**src/hdl/pfst_pkg.sv**
```systemverilog
// constants for the status, monitor and trim register slice
// assumes a 250 MHz core clock and a decoded register port in front
package pfst_pkg;
  // register addresses
  localparam logic [15:0] ADDR_LATCHED_FLAGS_TWO = 16'hFE82;
  localparam logic [15:0] ADDR_PWM_VALUE_MSBS    = 16'hFE84;
  localparam logic [15:0] ADDR_LINE_PERIOD_COUNT = 16'hFE85;
  localparam logic [15:0] ADDR_TEMPERATURE       = 16'hFE86;
  localparam logic [15:0] ADDR_OFFSET_TRIM_HL    = 16'hFE8E;
  localparam logic [15:0] ADDR_GAIN_TRIM_HL      = 16'hFE8F;
  localparam logic [15:0] ADDR_LL_GAIN_LOW_LINE  = 16'hFE90;
  localparam logic [15:0] ADDR_LL_ZERO_LOW_LINE  = 16'hFE91;
  localparam logic [15:0] ADDR_LL_GAIN_HIGH_LINE = 16'hFE92;
  localparam logic [15:0] ADDR_LL_ZERO_HIGH_LINE = 16'hFE93;
  localparam logic [15:0] ADDR_AVG_OUTPUT_POWER  = 16'hFE94;
  // latched flag bit positions
  localparam int BIT_LOW_POWER   = 5;
  localparam int BIT_FAST_LOOP   = 4;
  localparam int BIT_CORE_OV     = 3;
  localparam int BIT_IO_OV       = 2;
  localparam int BIT_IO_UV       = 1;
  localparam logic [7:0] FLAG_USED_MASK = 8'h3E;
  // trim field layout
  localparam int TRIM_SIGN_BIT   = 7;
  localparam int TRIM_MAG_W      = 7;
  // one count is 0.0625/128 = 1/2048 of the reference
  localparam int TRIM_SCALE_SHIFT = 11;
  // full scale power 2^16, so one offset count is 2^16/2^11
  localparam int OFFSET_COUNT_SHIFT = 16 - TRIM_SCALE_SHIFT;
  // reset values
  localparam logic [7:0]  RST_BYTE = 8'h00;
  localparam logic [15:0] RST_WORD = 16'h0000;
  // timing
  localparam real CLK_PERIOD_NS  = 4.0;
  localparam real LINE_LSB_US    = 163.84;
  localparam int  LINE_LSB_CYCLES =
    $rtoi(LINE_LSB_US * 1000.0 / CLK_PERIOD_NS + 0.5); // round, not truncate
  // line cycles in the power average
  localparam int AVG_CYCLES_LOG2 = 4;
endpackage : pfst_pkg

```
**src/hdl/pfst_line_period.sv**
```systemverilog
// line period meter: synchronises the line sense pin and counts its period
// assumes the sense input is a squared line signal from a comparator pin
`timescale 1ns/1ps
`default_nettype none
module pfst_line_period #(
  parameter int LSB_CYCLES = pfst_pkg::LINE_LSB_CYCLES
) (
  input  wire logic       sys_clk,
  input  wire logic       nrst,
  input  wire logic       line_voltage_sense,
  output logic [7:0]      period_r,
  output logic            period_upd_r
);
  logic [2:0]  sync_r;
  logic        level_r;
  logic [31:0] pre_r;
  logic [7:0]  cnt_r;
  logic        rise;

  // three stage synchroniser, each stage feeds the next
  always_ff @(posedge sys_clk or negedge nrst) begin
    if (!nrst) begin
      sync_r <= 3'h0;
    end else begin
      sync_r <= {sync_r[1:0], line_voltage_sense};
    end
  end

  // a rising change counts once sync_r[1] and sync_r[2] agree
  assign rise = sync_r[1] & sync_r[2] & ~level_r;

  always_ff @(posedge sys_clk or negedge nrst) begin
    if (!nrst) begin
      level_r <= 1'b0;
    end else if (sync_r[1] == sync_r[2]) begin
      level_r <= sync_r[2];
    end
  end

  // prescaler and saturating period count between rising edges
  always_ff @(posedge sys_clk or negedge nrst) begin
    if (!nrst) begin
      pre_r        <= 32'h0;
      cnt_r        <= 8'h00;
      period_r     <= 8'h00;
      period_upd_r <= 1'b0;
    end else begin
      period_upd_r <= rise;
      if (rise) begin
        period_r <= cnt_r;
        cnt_r    <= 8'h00;
        pre_r    <= 32'h0;
      end else if (pre_r == 32'(LSB_CYCLES - 1)) begin
        pre_r <= 32'h0;
        if (cnt_r != 8'hFF) begin
          cnt_r <= cnt_r + 8'h01;
        end
      end else begin
        pre_r <= pre_r + 32'h1;
      end
    end
  end
endmodule : pfst_line_period
`default_nettype wire

```
**src/hdl/pfst_regs.sv**
```systemverilog
// status, monitor and trim register slice of the power factor controller
// assumes the serial command layer presents a decoded register port
// and that condition inputs are produced on sys_clk
`timescale 1ns/1ps
`default_nettype none
module pfst_regs #(
  parameter int LINE_LSB_CYCLES = pfst_pkg::LINE_LSB_CYCLES
) (
  input  wire logic        sys_clk,
  input  wire logic        nrst,
  input  wire logic [15:0] reg_addr,
  input  wire logic        reg_wr,
  input  wire logic [7:0]  reg_wdata,
  input  wire logic        reg_rd,
  output logic [15:0]      reg_rdata_r,
  input  wire logic        low_power_cond,
  input  wire logic        fast_loop_active,
  input  wire logic        core_rail_over_voltage,
  input  wire logic        io_rail_over_voltage,
  input  wire logic        io_rail_under_voltage,
  input  wire logic [9:0]  pwm_value,
  input  wire logic        line_voltage_sense,
  input  wire logic [11:0] temperature_sense,
  input  wire logic        high_line,
  input  wire logic        light_load,
  input  wire logic        light_load_tune_en,
  input  wire logic [15:0] raw_power,
  input  wire logic [15:0] cycle_power,
  input  wire logic        cycle_power_vld,
  output logic [15:0]      trimmed_power_r,
  output logic [15:0]      averaged_power_r,
  output logic             ll_override_r,
  output logic [7:0]       cl_gain_r,
  output logic [7:0]       cl_zero_r
);
  logic [7:0]  flags_r;
  logic [7:0]  flag_set;
  logic        flag_clr;
  logic [7:0]  offset_trim_r;
  logic [7:0]  gain_trim_r;
  logic [7:0]  ll_gain_low_r;
  logic [7:0]  ll_zero_low_r;
  logic [7:0]  ll_gain_high_r;
  logic [7:0]  ll_zero_high_r;
  logic [7:0]  line_period;
  logic        line_period_upd;
  logic [19:0] avg_acc_r;
  logic [3:0]  avg_cnt_r;
  logic [19:0] avg_sum;
  logic [22:0] gain_prod;
  logic [17:0] trim_sum;
  logic [17:0] gain_adj;
  logic [17:0] off_adj;

  // line period meter with pin synchroniser
  pfst_line_period #(
    .LSB_CYCLES (LINE_LSB_CYCLES)
  ) u_period (
    .sys_clk            (sys_clk),
    .nrst               (nrst),
    .line_voltage_sense (line_voltage_sense),
    .period_r           (line_period),
    .period_upd_r       (line_period_upd)
  );

  // condition vector into flag positions, reserved bits stay zero
  always_comb begin
    flag_set = 8'h00;
    flag_set[pfst_pkg::BIT_LOW_POWER] = low_power_cond;
    flag_set[pfst_pkg::BIT_FAST_LOOP] = fast_loop_active;
    flag_set[pfst_pkg::BIT_CORE_OV]   = core_rail_over_voltage;
    flag_set[pfst_pkg::BIT_IO_OV]     = io_rail_over_voltage;
    flag_set[pfst_pkg::BIT_IO_UV]     = io_rail_under_voltage;
  end

  assign flag_clr = reg_rd && (reg_addr == pfst_pkg::ADDR_LATCHED_FLAGS_TWO);

  // sticky flags; a new event in the clearing read cycle survives
  always_ff @(posedge sys_clk or negedge nrst) begin
    if (!nrst) begin
      flags_r <= pfst_pkg::RST_BYTE;
    end else if (flag_clr) begin
      flags_r <= flag_set & pfst_pkg::FLAG_USED_MASK;
    end else begin
      flags_r <= (flags_r | flag_set) & pfst_pkg::FLAG_USED_MASK;
    end
  end

  // writable trim and tuning registers; other addresses ignore writes
  always_ff @(posedge sys_clk or negedge nrst) begin
    if (!nrst) begin
      offset_trim_r  <= pfst_pkg::RST_BYTE;
      gain_trim_r    <= pfst_pkg::RST_BYTE;
      ll_gain_low_r  <= pfst_pkg::RST_BYTE;
      ll_zero_low_r  <= pfst_pkg::RST_BYTE;
      ll_gain_high_r <= pfst_pkg::RST_BYTE;
      ll_zero_high_r <= pfst_pkg::RST_BYTE;
    end else if (reg_wr) begin
      case (reg_addr)
        pfst_pkg::ADDR_OFFSET_TRIM_HL:    offset_trim_r  <= reg_wdata;
        pfst_pkg::ADDR_GAIN_TRIM_HL:      gain_trim_r    <= reg_wdata;
        pfst_pkg::ADDR_LL_GAIN_LOW_LINE:  ll_gain_low_r  <= reg_wdata;
        pfst_pkg::ADDR_LL_ZERO_LOW_LINE:  ll_zero_low_r  <= reg_wdata;
        pfst_pkg::ADDR_LL_GAIN_HIGH_LINE: ll_gain_high_r <= reg_wdata;
        pfst_pkg::ADDR_LL_ZERO_HIGH_LINE: ll_zero_high_r <= reg_wdata;
        default: ;
      endcase
    end
  end

  // read data, registered one cycle after the read strobe
  always_ff @(posedge sys_clk or negedge nrst) begin
    if (!nrst) begin
      reg_rdata_r <= pfst_pkg::RST_WORD;
    end else if (reg_rd) begin
      case (reg_addr)
        pfst_pkg::ADDR_LATCHED_FLAGS_TWO: reg_rdata_r <= {8'h00, flags_r};
        pfst_pkg::ADDR_PWM_VALUE_MSBS:
          reg_rdata_r <= {8'h00, pwm_value[9:2]};
        pfst_pkg::ADDR_LINE_PERIOD_COUNT:
          reg_rdata_r <= {8'h00, line_period};
        pfst_pkg::ADDR_TEMPERATURE:
          reg_rdata_r <= {4'h0, temperature_sense};
        pfst_pkg::ADDR_OFFSET_TRIM_HL:
          reg_rdata_r <= {8'h00, offset_trim_r};
        pfst_pkg::ADDR_GAIN_TRIM_HL:
          reg_rdata_r <= {8'h00, gain_trim_r};
        pfst_pkg::ADDR_LL_GAIN_LOW_LINE:
          reg_rdata_r <= {8'h00, ll_gain_low_r};
        pfst_pkg::ADDR_LL_ZERO_LOW_LINE:
          reg_rdata_r <= {8'h00, ll_zero_low_r};
        pfst_pkg::ADDR_LL_GAIN_HIGH_LINE:
          reg_rdata_r <= {8'h00, ll_gain_high_r};
        pfst_pkg::ADDR_LL_ZERO_HIGH_LINE:
          reg_rdata_r <= {8'h00, ll_zero_high_r};
        pfst_pkg::ADDR_AVG_OUTPUT_POWER:
          reg_rdata_r <= averaged_power_r;
        default: reg_rdata_r <= pfst_pkg::RST_WORD;
      endcase
    end
  end

  // high line power meter trim: magnitudes scaled by 1/2048
  assign gain_prod = raw_power * gain_trim_r[pfst_pkg::TRIM_MAG_W-1:0];
  assign gain_adj  = {6'h00,
                      gain_prod[22:pfst_pkg::TRIM_SCALE_SHIFT]};
  assign off_adj   = {6'h00, offset_trim_r[pfst_pkg::TRIM_MAG_W-1:0],
                      5'h00};

  always_comb begin
    trim_sum = {2'h0, raw_power};
    if (gain_trim_r[pfst_pkg::TRIM_SIGN_BIT]) begin
      trim_sum = trim_sum - gain_adj;
    end else begin
      trim_sum = trim_sum + gain_adj;
    end
    if (offset_trim_r[pfst_pkg::TRIM_SIGN_BIT]) begin
      trim_sum = trim_sum - off_adj;
    end else begin
      trim_sum = trim_sum + off_adj;
    end
  end

  // corrected reading, clamped to the 16-bit range, trim only at high line
  always_ff @(posedge sys_clk or negedge nrst) begin
    if (!nrst) begin
      trimmed_power_r <= pfst_pkg::RST_WORD;
    end else if (!high_line) begin
      trimmed_power_r <= raw_power;
    end else if (trim_sum[17]) begin
      trimmed_power_r <= 16'h0000; // went negative
    end else if (trim_sum[16]) begin
      trimmed_power_r <= 16'hFFFF;
    end else begin
      trimmed_power_r <= trim_sum[15:0];
    end
  end

  // light load filter selection by input line
  always_ff @(posedge sys_clk or negedge nrst) begin
    if (!nrst) begin
      ll_override_r <= 1'b0;
      cl_gain_r     <= pfst_pkg::RST_BYTE;
      cl_zero_r     <= pfst_pkg::RST_BYTE;
    end else begin
      ll_override_r <= light_load && light_load_tune_en;
      cl_gain_r <= high_line ? ll_gain_high_r : ll_gain_low_r;
      cl_zero_r <= high_line ? ll_zero_high_r : ll_zero_low_r;
    end
  end

  // average of sixteen per-cycle power values
  assign avg_sum = avg_acc_r + {4'h0, cycle_power};

  always_ff @(posedge sys_clk or negedge nrst) begin
    if (!nrst) begin
      avg_acc_r        <= 20'h00000;
      avg_cnt_r        <= 4'h0;
      averaged_power_r <= pfst_pkg::RST_WORD;
    end else if (cycle_power_vld) begin
      avg_cnt_r <= avg_cnt_r + 4'h1;
      if (avg_cnt_r == 4'hF) begin
        averaged_power_r <= avg_sum[19:pfst_pkg::AVG_CYCLES_LOG2];
        avg_acc_r        <= 20'h00000;
      end else begin
        avg_acc_r <= avg_sum;
      end
    end
  end

  // checks
  property p_low_power_set;
    @(posedge sys_clk) disable iff (!nrst)
    low_power_cond |=> flags_r[pfst_pkg::BIT_LOW_POWER];
  endproperty
  a_low_power_set: assert property (p_low_power_set)
    else $error("low power flag not set");

  property p_fast_loop_set;
    @(posedge sys_clk) disable iff (!nrst)
    fast_loop_active |=> flags_r[pfst_pkg::BIT_FAST_LOOP];
  endproperty
  a_fast_loop_set: assert property (p_fast_loop_set)
    else $error("fast loop flag not set");

  property p_core_ov_set;
    @(posedge sys_clk) disable iff (!nrst)
    core_rail_over_voltage |=> flags_r[pfst_pkg::BIT_CORE_OV];
  endproperty
  a_core_ov_set: assert property (p_core_ov_set)
    else $error("core overvoltage flag not set");

  property p_io_rail_set;
    @(posedge sys_clk) disable iff (!nrst)
    io_rail_over_voltage |=> flags_r[pfst_pkg::BIT_IO_OV];
  endproperty
  a_io_rail_set: assert property (p_io_rail_set)
    else $error("io overvoltage flag not set");

  property p_io_uv_set;
    @(posedge sys_clk) disable iff (!nrst)
    io_rail_under_voltage |=> flags_r[pfst_pkg::BIT_IO_UV];
  endproperty
  a_io_uv_set: assert property (p_io_uv_set)
    else $error("io undervoltage flag not set");

  property p_pwm_read;
    @(posedge sys_clk) disable iff (!nrst)
    reg_rd && reg_addr == pfst_pkg::ADDR_PWM_VALUE_MSBS |=>
      reg_rdata_r == {8'h00, $past(pwm_value[9:2])};
  endproperty
  a_pwm_read: assert property (p_pwm_read)
    else $error("pwm read value wrong");

  property p_flags_hold;
    @(posedge sys_clk) disable iff (!nrst)
    flags_r[pfst_pkg::BIT_CORE_OV] && !flag_clr ##1 !flag_clr
      |=> flags_r[pfst_pkg::BIT_CORE_OV];
  endproperty
  a_flags_hold: assert property (p_flags_hold)
    else $error("latched flag dropped without read");

  property p_read_clears;
    @(posedge sys_clk) disable iff (!nrst)
    flag_clr && flag_set == 8'h00 |=> flags_r == 8'h00;
  endproperty
  a_read_clears: assert property (p_read_clears)
    else $error("read did not clear flags");

  property p_clear_keeps_set;
    @(posedge sys_clk) disable iff (!nrst)
    flag_clr |=> flags_r == ($past(flag_set) & pfst_pkg::FLAG_USED_MASK);
  endproperty
  a_clear_keeps_set: assert property (p_clear_keeps_set)
    else $error("clearing read lost a new flag event");

  property p_reserved_zero;
    @(posedge sys_clk) disable iff (!nrst)
    (flags_r & ~pfst_pkg::FLAG_USED_MASK) == 8'h00;
  endproperty
  a_reserved_zero: assert property (p_reserved_zero)
    else $error("reserved flag bit set");

  property p_ll_low_line;
    @(posedge sys_clk) disable iff (!nrst)
    !high_line ##1 !high_line |=> cl_gain_r == $past(ll_gain_low_r) &&
      cl_zero_r == $past(ll_zero_low_r);
  endproperty
  a_ll_low_line: assert property (p_ll_low_line)
    else $error("low line filter values not selected");

  property p_ll_high_line;
    @(posedge sys_clk) disable iff (!nrst)
    high_line |=> cl_gain_r == $past(ll_gain_high_r) &&
      cl_zero_r == $past(ll_zero_high_r);
  endproperty
  a_ll_high_line: assert property (p_ll_high_line)
    else $error("high line filter values not selected");

  property p_ll_override;
    @(posedge sys_clk) disable iff (!nrst)
    1'b1 |=> ll_override_r ==
      ($past(light_load) && $past(light_load_tune_en));
  endproperty
  a_ll_override: assert property (p_ll_override)
    else $error("light load override wrong");

  property p_trim_low_line;
    @(posedge sys_clk) disable iff (!nrst)
    !high_line |=> trimmed_power_r == $past(raw_power);
  endproperty
  a_trim_low_line: assert property (p_trim_low_line)
    else $error("trim applied outside high line");

  c_flag_read_clear: cover property (
    @(posedge sys_clk) disable iff (!nrst)
    flags_r != 8'h00 ##1 flag_clr ##1 flags_r == 8'h00);
  c_ll_high_line: cover property (
    @(posedge sys_clk) disable iff (!nrst) ll_override_r && high_line);
  c_set_during_clear: cover property (
    @(posedge sys_clk) disable iff (!nrst) flag_clr && flag_set != 8'h00);
  c_period_update: cover property (
    @(posedge sys_clk) disable iff (!nrst) line_period_upd);
  c_average_done: cover property (
    @(posedge sys_clk) disable iff (!nrst)
    cycle_power_vld && avg_cnt_r == 4'hF);
endmodule : pfst_regs
`default_nettype wire

```
**config.mk**
```make
export PLATFORM = sky130hd
export DESIGN_NAME = pfst_regs
export DESIGN_NICKNAME = d
export VERILOG_FILES = /design/src/hdl/pfst_pkg.sv /design/src/hdl/pfst_line_period.sv /design/src/hdl/pfst_regs.sv
export SDC_FILE = /design/constraint.sdc
export NUM_CORES = 1
export LEC_CHECK = 0
export BUFFER_PORTS_ARGS = -buffer_cell sky130_fd_sc_hd__buf_2
export CORE_MARGIN = 2
export CORE_UTILIZATION = 55
export DETAILED_ROUTE_END_ITERATION = 8
export GPL_TIMING_DRIVEN = 0
export HOLD_SLACK_MARGIN = 0.12
export PLACE_DENSITY = 0.75
export RECOVER_POWER = 25
export SLEW_MARGIN = 20
export SYNTH_ARGS = -nofsm -noshare
export SYNTH_HDL_FRONTEND = slang
export SYNTH_SLANG_ARGS = --single-unit
```
**constraint.sdc**
```tcl
create_clock -name sys_clk -period 19.9 [get_ports sys_clk]
set_input_delay 0.995 -clock sys_clk [delete_from_list [all_inputs] [get_ports sys_clk]]
set_output_delay 0.995 -clock sys_clk [all_outputs]
set_load 0.02 [all_outputs]
```
Word level (Yosys, flattened, before mapping)
Index checks and enable logic that the tools add are counted.
{"block": "op_classes", "n_addsub": 8, "n_mul": 1, "eq_ne": 15, "mux": 15, "bitwise_logic": 4, "reduce_logical": 12}
{"cell": "$eq 16x16->1 const B", "n": 11}
{"cell": "$pmux 16 s11", "n": 1}
{"cell": "$mux 32", "n": 2}
{"cell": "$mux 16", "n": 3}
{"cell": "$mux 8", "n": 5}
{"cell": "$mux 18", "n": 2}
{"cell": "$add 32x1->32 const B", "n": 1}
{"cell": "$eq 32x16->1 const B", "n": 1}
{"cell": "$mul 16x7->23", "n": 1}
{"cell": "$add 20x16->20", "n": 1}
{"cell": "$mux 20", "n": 1}
{"cell": "$add 18x12->18", "n": 1}
{"cell": "$sub 18x12->18", "n": 1}
{"cell": "$add 16x12->17", "n": 1}
{"cell": "$sub 16x12->17", "n": 1}
{"cell": "$reduce_and 2->1", "n": 8}
{"cell": "$add 8x1->8 const B", "n": 1}
{"cell": "$ne 8x8->1 const B", "n": 1}
{"cell": "$mux 6", "n": 1}
{"cell": "$or 6x6->6", "n": 1}
{"cell": "$add 4x1->4 const B", "n": 1}
{"cell": "$eq 4x4->1 const B", "n": 1}
{"cell": "$reduce_bool 2->1", "n": 2}
{"cell": "$and 1x1->1", "n": 2}
{"cell": "other kinds (3)", "n": 4}
{"block": "totals", "reg_bits": 195, "out_inout_bits": 65, "wordCells": 75}

Depth between registers and ports, before layout
Gate-level depths: netlist of the first run.
{"block": "depth", "ltp_word": 8, "ltp_mapped": 36}

Hierarchy
A second synthesis of the first run with hierarchy kept.
{"block": "hier_totals", "cells_unflattened": 1488, "area_unflattened_um2": 14657.8}
{"module": "pfst_regs", "instances": 1, "cells_per_inst": 1247, "area_each_um2": 12119.1}
{"module": "pfst_line_period", "instances": 1, "cells_per_inst": 241, "area_each_um2": 2538.7}

Worst setup path before layout of the first run
Ideal clock, no wire load.
{"block": "synth_path", "path_kind": "in2reg", "start": "input raw_power[1]", "end": "register trimmed_power_r[14]", "setup_ns": 0.094, "arrival_time_ns": 8.433, "slack_ns": 11.373, "stages": 32, "path_buffers": 3, "path_cell_list": "clkbuf_1 -> and2_1 -> fa_1 -> fa_1 -> fa_1 -> inv_1 -> fa_1 -> inv_1 -> ha_1 -> a211oi_1 -> o21ai_0 -> a21oi_1 -> nand2_1 -> and2_1 -> a31oi_1 -> a211oi_1 -> ha_1 -> buf_2 -> o21ai_0 -> or3_1 -> o21ai_0 -> a31oi_1 -> o32ai_1 -> xor2_1 -> ha_1 -> and4_1 -> a22o_1 -> a21oi_1 -> mux2i_1 -> nand2_1 -> buf_1 -> a211oi_1"}
{"block": "synth_via", "elab_chain_cells": 8}
{"element": "start, declared", "line": "pfst_regs.sv:27", "text": "input wire logic [15:0] raw_power,"}
{"element": "$mul 16x7->23", "line": "pfst_regs.sv:144", "text": "assign gain_prod = raw_power * gain_trim_r[pfst_pkg::TRIM_MAG_W-1:0];"}
{"element": "$add 16x12->17 / $sub 16x12->17 (equally long branches)", "line": "pfst_regs.sv:155, pfst_regs.sv:153"}
{"element": "$mux 18 (*)", "line": "pfst_regs.sv:152", "text": "if (gain_trim_r[pfst_pkg::TRIM_SIGN_BIT]) begin"}
{"element": "$add 18x12->18 / $sub 18x12->18 (equally long branches)", "line": "pfst_regs.sv:160, pfst_regs.sv:158"}
{"element": "$mux 18 (*)", "line": "pfst_regs.sv:157", "text": "if (offset_trim_r[pfst_pkg::TRIM_SIGN_BIT]) begin"}
{"element": "$mux 16", "line": "pfst_regs.sv:172", "text": "end else if (trim_sum[16]) begin"}
{"element": "$mux 16 (*)", "line": "pfst_regs.sv:170", "text": "end else if (trim_sum[17]) begin"}
{"element": "$mux 16 (*)", "line": "pfst_regs.sv:168", "text": "end else if (!high_line) begin"}
{"element": "end signal, assigned", "line": "pfst_regs.sv:167", "text": "trimmed_power_r <= pfst_pkg::RST_WORD;"}
{"element": "end signal, assigned", "line": "pfst_regs.sv:169", "text": "trimmed_power_r <= raw_power;"}
{"element": "end signal, assigned", "line": "pfst_regs.sv:175", "text": "trimmed_power_r <= trim_sum[15:0];"}
{"element": "end, declared", "line": "pfst_regs.sv:30", "text": "output logic [15:0] trimmed_power_r,"}
Mark *: on every way between the ends. The rest lies on a longest branch, timed or not.
A chain may end at the register's enable or synchronous reset.

Worst setup path after layout of the first run
{"block": "layout_path", "start": "input raw_power[1]", "end": "register trimmed_power_r[7]"}
Same word-level chain as after synthesis.

==> results.md, run 1 <==
* Status: finished with violations
* Failing checks: capacitance limit, slew limit
* Postcts setup bufs at 0
* Yosys Warn Count at 0
* R2R Path Start: gain_trim_r[6]
* Reg2reg end: trimmed_power_r[7]
* Most Frequent Cell on Critical Path: fa_1
* CP required at 20.17 ns
* Initial Util at 56.0%
* Power Total at 0.00115 W
* Hold endpoint: u_period.sync_r[1]
* Number of synthesized flops with an enable pin at 0
* Setup-failing EPs final at 0
* CTS buffer count at 17
* Setup TNS at 0 ns
* RSZ-0062 raised after global routing: false
* Synth top cells by count: dfrtp_1 (194), inv_1 (118), nand2_1 (105)
* Largest net degree at the start of global routing at 100
* Chip height at 167 um
* Final Skew at 0.0123 ns
* CTS max path bufs at 2
* Synth area leader: dfrtp_1
* Hpwl dp at 29200 um
* Post-placement cell count at 1958
* Sequential-to-total area share from yosys stat at 33.4%
* Final hold slack at 0.352 ns
* WS Path Type: input port to register
* Hold depth at 0
* Die area at 0.0278 sq mm
* Antenna Nets Post-Route at 0
* Synth Register Bits at 194
* Achievable Freq at 0.102 GHz
* Setup crit end kind: register
* Std cell rows at 59
* CTS tree: built
* Top cells by area, synth: dfrtp_1 (33%), fa_1 (9.9%), ha_1 (8.3%)
* R2r setup slk at 10.12 ns
* First-pass GRT wire length at 62800 um
* Final Hold Violating Endpoints at 0
* HP Class: register to register
* Synthesized net count at 1733
* DR DRC count at 0
* Final period util at 49.4%
* Placer congestion estimate at 0.928
* Count leader, synth: dfrtp_1
* Nets at 1903
* Top-area cell type share of the netlist area at 33.4%
* Startpoint Class: input port
* Crit path time final at 9.83 ns
* Final wirelength at 38200 um
* Drt wl/cell at 19.2 um
* Max stage delay on crit path at 0.70 ns
* GR Overflow Total at 0
* Vias at 11700
* Final Non-Filler Cells at 1994
* Vias in the first global route at 12000
* Fraction of layout cells with a size suffix above 1 at 17.9%
* Clock Pin Slew Worst Setup and Hold Paths at 0.07 ns
* Max Slew Vio Count at 197
* Post-CTS sizing at 0
* DRT iter0 DRCs at 619
* Vias per inst at 5.89
* Initial antenna violation count at 6
* Avg Cell Area, Syn at 9.88 sq um
* Drt first pass iters at 5
* Clock root buffer: clkbuf_16
* Max-cap violations at 2
* Worst R2R Path Depth at 32
* Layout area overhead at 12.1%
* Crit path DAT at 10.10 ns
* Die width at 167 um
* Post-Syn Instances at 1472
* Hold Buf Count CTS at 0
* Maximum VDD drop at 68.6 uV
* Worst Min Path Start: u_period.sync_r[0]
* Slew @ Worst Pin at 5.18 ns
* Slew Limit Headroom at -245%
* All-Layer GR Usage at 28.1%
* Post-synth cell types at 72
* Worst skew pair latency at 0.44 ns
* Design area at 0.0163 sq mm
* Clock H-tree levels at 4
* Clock sink total at 194
* Post-place instance area at 0.0158 sq mm
* Post-Syn Area at 0.0145 sq mm
* Placeable Area at 0.0260 sq mm
* Ys async rst share at 100%
* # IOs at 157
* CP Max Fanout at 10
* Post-synth top flop: dfrtp_1
* Slowest cell on crit path: a2111oi_0
* Port bufs at 150
* Pleak at 7.98 nW
* PwrDens at 70.8 mW/mm^2
-- area by class of cell --
| cell class | count | area [sq um] |
|---|---|---|
| multi-input combinational | 1108 | 9020 |
| clock inverter | 12 | 146 |
| inverter | 118 | 443 |
| fill | 2200 | 9680 |
| antenna | 5 | 12.5 |
| sequential | 194 | 4850 |
| timing repair buffer | 151 | 752 |
| clock buffer | 19 | 433 |
| buffer | 52 | 225 |
| tap | 335 | 419 |
-- registers in the layout (all words and copies together), names as in the netlist, 3 cells and up --
register           cells
u_period.cnt_r         8
u_period.sync_r        3
flags_r                5
cl_gain_r              8
offset_trim_r          8
ll_zero_low_r          8
trimmed_power_r       16
ll_gain_high_r         8
averaged_power_r      16
u_period.period_r      8
ll_gain_low_r          8
ll_zero_high_r         8
u_period.pre_r        32
avg_acc_r             20
reg_rdata_r           16
avg_cnt_r              4
gain_trim_r            8
cl_zero_r              8
-- kinds of logic after synthesis --
logic type,count (synthesis),share of synthesized area (%)
AND/OR/NAND/NOR,450,16.5
XOR/XNOR,97,5.97
multiplexers,84,6.53
flip-flops,194,33.4
buffers and inverters,170,4.59
adder cells (fa/ha/maj),169,18.3
AO/OA/AOI/OAI,308,14.8
-- cell usage in the layout (no fill, tap or decap), types with 6 or more instances in the layout --
| cell type | netlist | layout |
|---|---|---|
| a211oi_1 | 13 | 13 |
| a211oi_2 | 11 | 11 |
| a21o_1 | 28 | 28 |
| a21oi_1 | 56 | 56 |
| a221oi_1 | 7 | 7 |
| a22o_1 | 12 | 12 |
| a22oi_1 | 30 | 30 |
| a31oi_1 | 6 | 6 |
| and2_1 | 83 | 83 |
| and3_1 | 13 | 13 |
| and4_1 | 7 | 7 |
| buf_2 | 6 | 154 |
| clkbuf_1 | 37 | 42 |
| clkbuf_16 | 0 | 17 |
| dfrtp_1 | 194 | 194 |
| fa_1 | 72 | 72 |
| ha_1 | 97 | 97 |
| inv_1 | 118 | 118 |
| inv_6 | 0 | 6 |
| mux2_2 | 77 | 75 |
| mux2i_1 | 6 | 6 |
| nand2_1 | 105 | 105 |
| nand2b_1 | 12 | 12 |
| nand3_1 | 28 | 28 |
| nand4_1 | 25 | 25 |
| nor2_1 | 103 | 103 |
| nor2b_1 | 10 | 10 |
| nor3_1 | 20 | 20 |
| o21a_1 | 11 | 11 |
| o21ai_0 | 63 | 63 |
| o21bai_1 | 8 | 8 |
| o22ai_1 | 9 | 9 |
| o2bb2ai_1 | 11 | 11 |
| or3_1 | 6 | 6 |
| xnor2_1 | 51 | 51 |
| xor2_1 | 45 | 45 |
-- critical path: cells and delay by family --
family                     cells  cell delay (ns)
adders and majority gates      7             3.10
AOI/OAI and AO/OA             11             2.86
buffers and inverters          6             1.39
and+or+nand+nor                6             1.25
xor gates and xnor gates       2             0.39
muxes                          1             0.11
-- how the worst max path moves through the flow --
stage                 startpoint             endpoint  slack, ns
detailed placement  raw_power[1]   trimmed_power_r[7]       9.72
global route                nrst     ll_gain_low_r[5]       8.96
CTS                 raw_power[1]   trimmed_power_r[7]      10.16
global placement    raw_power[1]   trimmed_power_r[7]       9.90
floorplan           raw_power[1]  trimmed_power_r[14]      11.37
finish              raw_power[1]   trimmed_power_r[7]      10.07
-- layer usage --
layer	vias up	share of wire, %	track usage [%]
met5	-	0.058	0
met4	4	2.8	9.60
met3	78	6.1	4.13
met2	383	49	47.4
met1	5787	42	37.2
li1	5490	-	-
-- power breakdown --
group          switching, W  total, W  internal, W  leakage, nW
Clock              0.000159  0.000346     0.000188        0.280
Sequential        0.0000444  0.000487     0.000442         2.57
Combinational      0.000196  0.000322     0.000126         5.13
-- through the flow --
| step | utilization, % | setup WS, ns |
|---|---|---|
| after global routing | 62.7 | 8.96 |
| after detailed placement | 60.6 | 9.72 |
| after floorplan | - | 11.37 |
| after global placement | 60.5 | 9.90 |
| final | 62.8 | 10.07 |
| after CTS | 62.9 | 10.16 |
No activity file was read; power rests on OpenSTA's default activity.
==> run 2, diff against run 1 <==
--- a/config.mk
+++ b/config.mk
@@ -11,7 +11,7 @@
 export DETAILED_ROUTE_END_ITERATION = 8
 export GPL_TIMING_DRIVEN = 0
 export HOLD_SLACK_MARGIN = 0.12
-export PLACE_DENSITY = 0.75
+export PLACE_DENSITY = 0.78
 export RECOVER_POWER = 25
 export SLEW_MARGIN = 20
 export SYNTH_ARGS = -nofsm -noshare
==> constraint.sdc (replaced) <==
create_clock -name sys_clk -period 9 [get_ports sys_clk]
set_input_delay 0.45 -clock sys_clk [delete_from_list [all_inputs] [get_ports sys_clk]]
set_output_delay 0.45 -clock sys_clk [all_outputs]
set_load 0.02 [all_outputs]
==> run 2 against run 1 <==
  * The flow still finishes with violations (capacitance limit, slew limit)
  * Utilization up 0.68 points
  * Highest routed layer is now met4
  * Non-clock buffer count grew 9
  * Largest cell class unchanged
  * Largest power group unchanged
  * First-iteration DRC count up 20%
  * Routed wire length about the same
==> results.md, run 2 (synthesized netlist as in run 1, its figures left out) <==
* CTS tree: built
* CP required at 9.34 ns (-10.83 ns)
* Vias in the first global route at 12000 (-0.058%)
* Setup TNS at 0 ns (unchanged)
* Clock Pin Slew Worst Setup and Hold Paths at 0.08 ns (about the same)
* Pre-CTS setup slack at -0.531 ns (-10.25 ns)
* DRT iter0 DRCs at 744 (+20%)
* Slowest cell on crit path: fa_1
* Crit path time final at 8.57 ns
* Crit path depth at 32 (-3.0%)
* Setup crit end kind: register
* Clock root buffer: clkbuf_16
* Slew @ Worst Pin at 5.35 ns (+0.174 ns)
* Max-cap violations at 1 (-1)
* All-Layer GR Usage at 27.8% (-0.32 points)
* CTS buffer count at 17 (unchanged)
* Drt first pass iters at 7 (+2)
* HP Class: input port to register
* Max reg flops at 32 (unchanged)
* Achievable Freq at 0.117 GHz
* Final wirelength at 38200 um (about the same)
* Cell Int Power at 0.00166 W (+120%)
* P_sw at 0.000914 W (+130%)
* Final period util at 95.3%
* Largest net degree at the start of global routing at 101 (+1.0%)
* Regs by FF count: u_period.pre_r (32), avg_acc_r (20)
* DR DRC count at 0 (unchanged)
* Fraction of layout cells with a size suffix above 1 at 19.5% (+1.6 points)
* Drt wl/cell at 19.1 um (-0.38%)
* Placer congestion estimate at 0.930 (+0.23%)
* Worst skew pair latency at 0.44 ns (about the same)
* Crit path max-delay family: adder cells
* Port bufs at 150 (unchanged)
* First-pass GRT wire length at 62000 um (-1.2%)
* Top reg by flops: u_period.pre_r
* CTS max path bufs at 2 (unchanged)
* Maximum VDD drop at 191 uV (+180%)
* Std cell rows at 59 (unchanged)
* Vias per inst at 5.95 (+1.0%)
* Clock H-tree levels at 4 (unchanged)
* Placeable Area at 0.0260 sq mm (unchanged)
* Crit path DAT at 8.91 ns (-1.19 ns)
* Status: finished with violations
* Slew Limit Headroom at -257% (-12 points)
* GR Overflow Total at 0 (unchanged)
* Most frequent cells in the layout: dfrtp_1 (188), buf_2 (153), inv_1 (118), nand2_1 (104), nor2_1 (103)
* PwrDens at 156 mW/mm^2 (+120%)
* Nets at 1912 (+0.47%)
* Initial antenna violation count at 2 (-4)
* Worst R2R Path Depth at 32 (unchanged)
* Failing checks: capacitance limit, slew limit
* Layout area overhead at 13.3%
* Final Skew at 0.0125 ns (+0.000226 ns)
* Most common cell after layout, fill and taps aside: dfrtp_1
* Die area at 0.0278 sq mm (unchanged)
* Chip height at 167 um (unchanged)
* Flop pwr share at 42.0% (about the same)
* Post-place instance area at 0.0158 sq mm (+0.17%)
* Hold depth at 2 (+2)
* Clock sink total at 194 (unchanged)
* Final worst slack at 0.427 ns (-9.64 ns)
* Final Non-Filler Cells at 2002 (+0.40%)
* Max Slew Vio Count at 101 (-49%)
* Most Frequent Cell on Critical Path: fa_1
* Sw Ratio at 35.5% (+1.0 points)
* WS Path Type: register to register
* Max stage delay on crit path at 0.55 ns (-0.15 ns)
* Vias at 11900 (+1.4%)
* Design area at 0.0165 sq mm (+1.1%)
* Pleak at 8.06 nW (+1.0%)
* Initial Util at 56.0% (unchanged)
* Antenna Nets Post-Route at 0 (unchanged)
* # IOs at 157 (unchanged)
* Die width at 167 um (unchanged)
* Setup-failing EPs final at 0 (unchanged)
* Buf+Inv Stages, Crit Path at 5 (-1)
* Clock share of power at 29.8% (-0.2 points)
* Combinational group share of total power at 28.3% (+0.4 points)
* Hpwl dp at 29100 um (-0.24%)
* Startpoint Class: register
* Final Hold Violating Endpoints at 0 (unchanged)
* CP Max Fanout at 10 (unchanged)
* Post-placement cell count at 1959 (+0.051%)
## run 2: cell count changes in the layout (fill, tap and decap cells not counted), moves of 3 or more
cell / previous run / this run
clkbuf_2: 0 / 4
buf_4: 2 / 10
dfrtp_1: 194 / 188
clkbuf_1: 42 / 37
dfrtp_2: 0 / 6
inv_8: 0 / 3
## run 2: per-layer routing
metal / share of wire [%] / track usage (%) / wire (um) / up-vias
li1: - / - / - / 5501
met4: 3.0 / 9.75 / 1160 / 0
met2: 49 / 47.3 / 18900 / 421
met3: 6.2 / 4.78 / 2350 / 78
met5: 0 / 0 / 0 / -
met1: 41 / 36.0 / 15800 / 5909
## run 2: timing repair
item,CTS,global route
hold buffers,2,0
pin swaps,0,1
setup endpoints to repair,14,16
buffers inserted,2,5
endpoints found under the hold margin,101,0
resized for setup,7,26
## run 2: path summary, 6_finish.rpt
path / slack (ns) / endpoint / from
setup / recovery: 0.43 / trimmed_power_r[7] / gain_trim_r[6]
hold / removal: 0.23 / ll_override_r / light_load_tune_en
setup reg to reg: 0.43 / trimmed_power_r[7] / gain_trim_r[6]
hold reg to reg: 0.36 / u_period.sync_r[1] / u_period.sync_r[0]
max in group asynchronous: 2.98 / gain_trim_r[2] / nrst
min in group asynchronous: 0.31 / cl_zero_r[6] / nrst
## run 2: stage by stage
step / util (%) / hold WS [ns] / power, W
2_1_floorplan: - / 0.154 / 0.00156
3_3_place_gp: 60.5 / 0.332 / 0.00177
3_5_place_dp: 60.7 / 0.226 / 0.00180
4_1_cts: 63.2 / 0.217 / 0.00257
5_1_grt: 63.4 / 0.216 / 0.00271
6_report: 63.4 / 0.227 / 0.00257
## run 2: power groups by stage
stage | combinational (W) | sequential (W) | clock (W)
2_1_floorplan | 0.000449 | 0.00111 | 0
3_3_place_gp | 0.000683 | 0.00109 | 0
3_5_place_dp | 0.000710 | 0.00109 | 0
4_1_cts | 0.000722 | 0.00107 | 0.000772
5_1_grt | 0.000805 | 0.00109 | 0.000810
6_report | 0.000727 | 0.00108 | 0.000766
## run 2: final cells by class
class / count / area [sq um]
diodes: 3 / 7.51
clock buffers: 18 / 429
plain buffers: 51 / 231
multi-input cells: 1108 / 9080
fillers: 2132 / 9500
flip-flops and latches: 194 / 4860
repair buffers: 161 / 850
well taps: 335 / 419
inverters: 118 / 443
clock inverters: 14 / 163
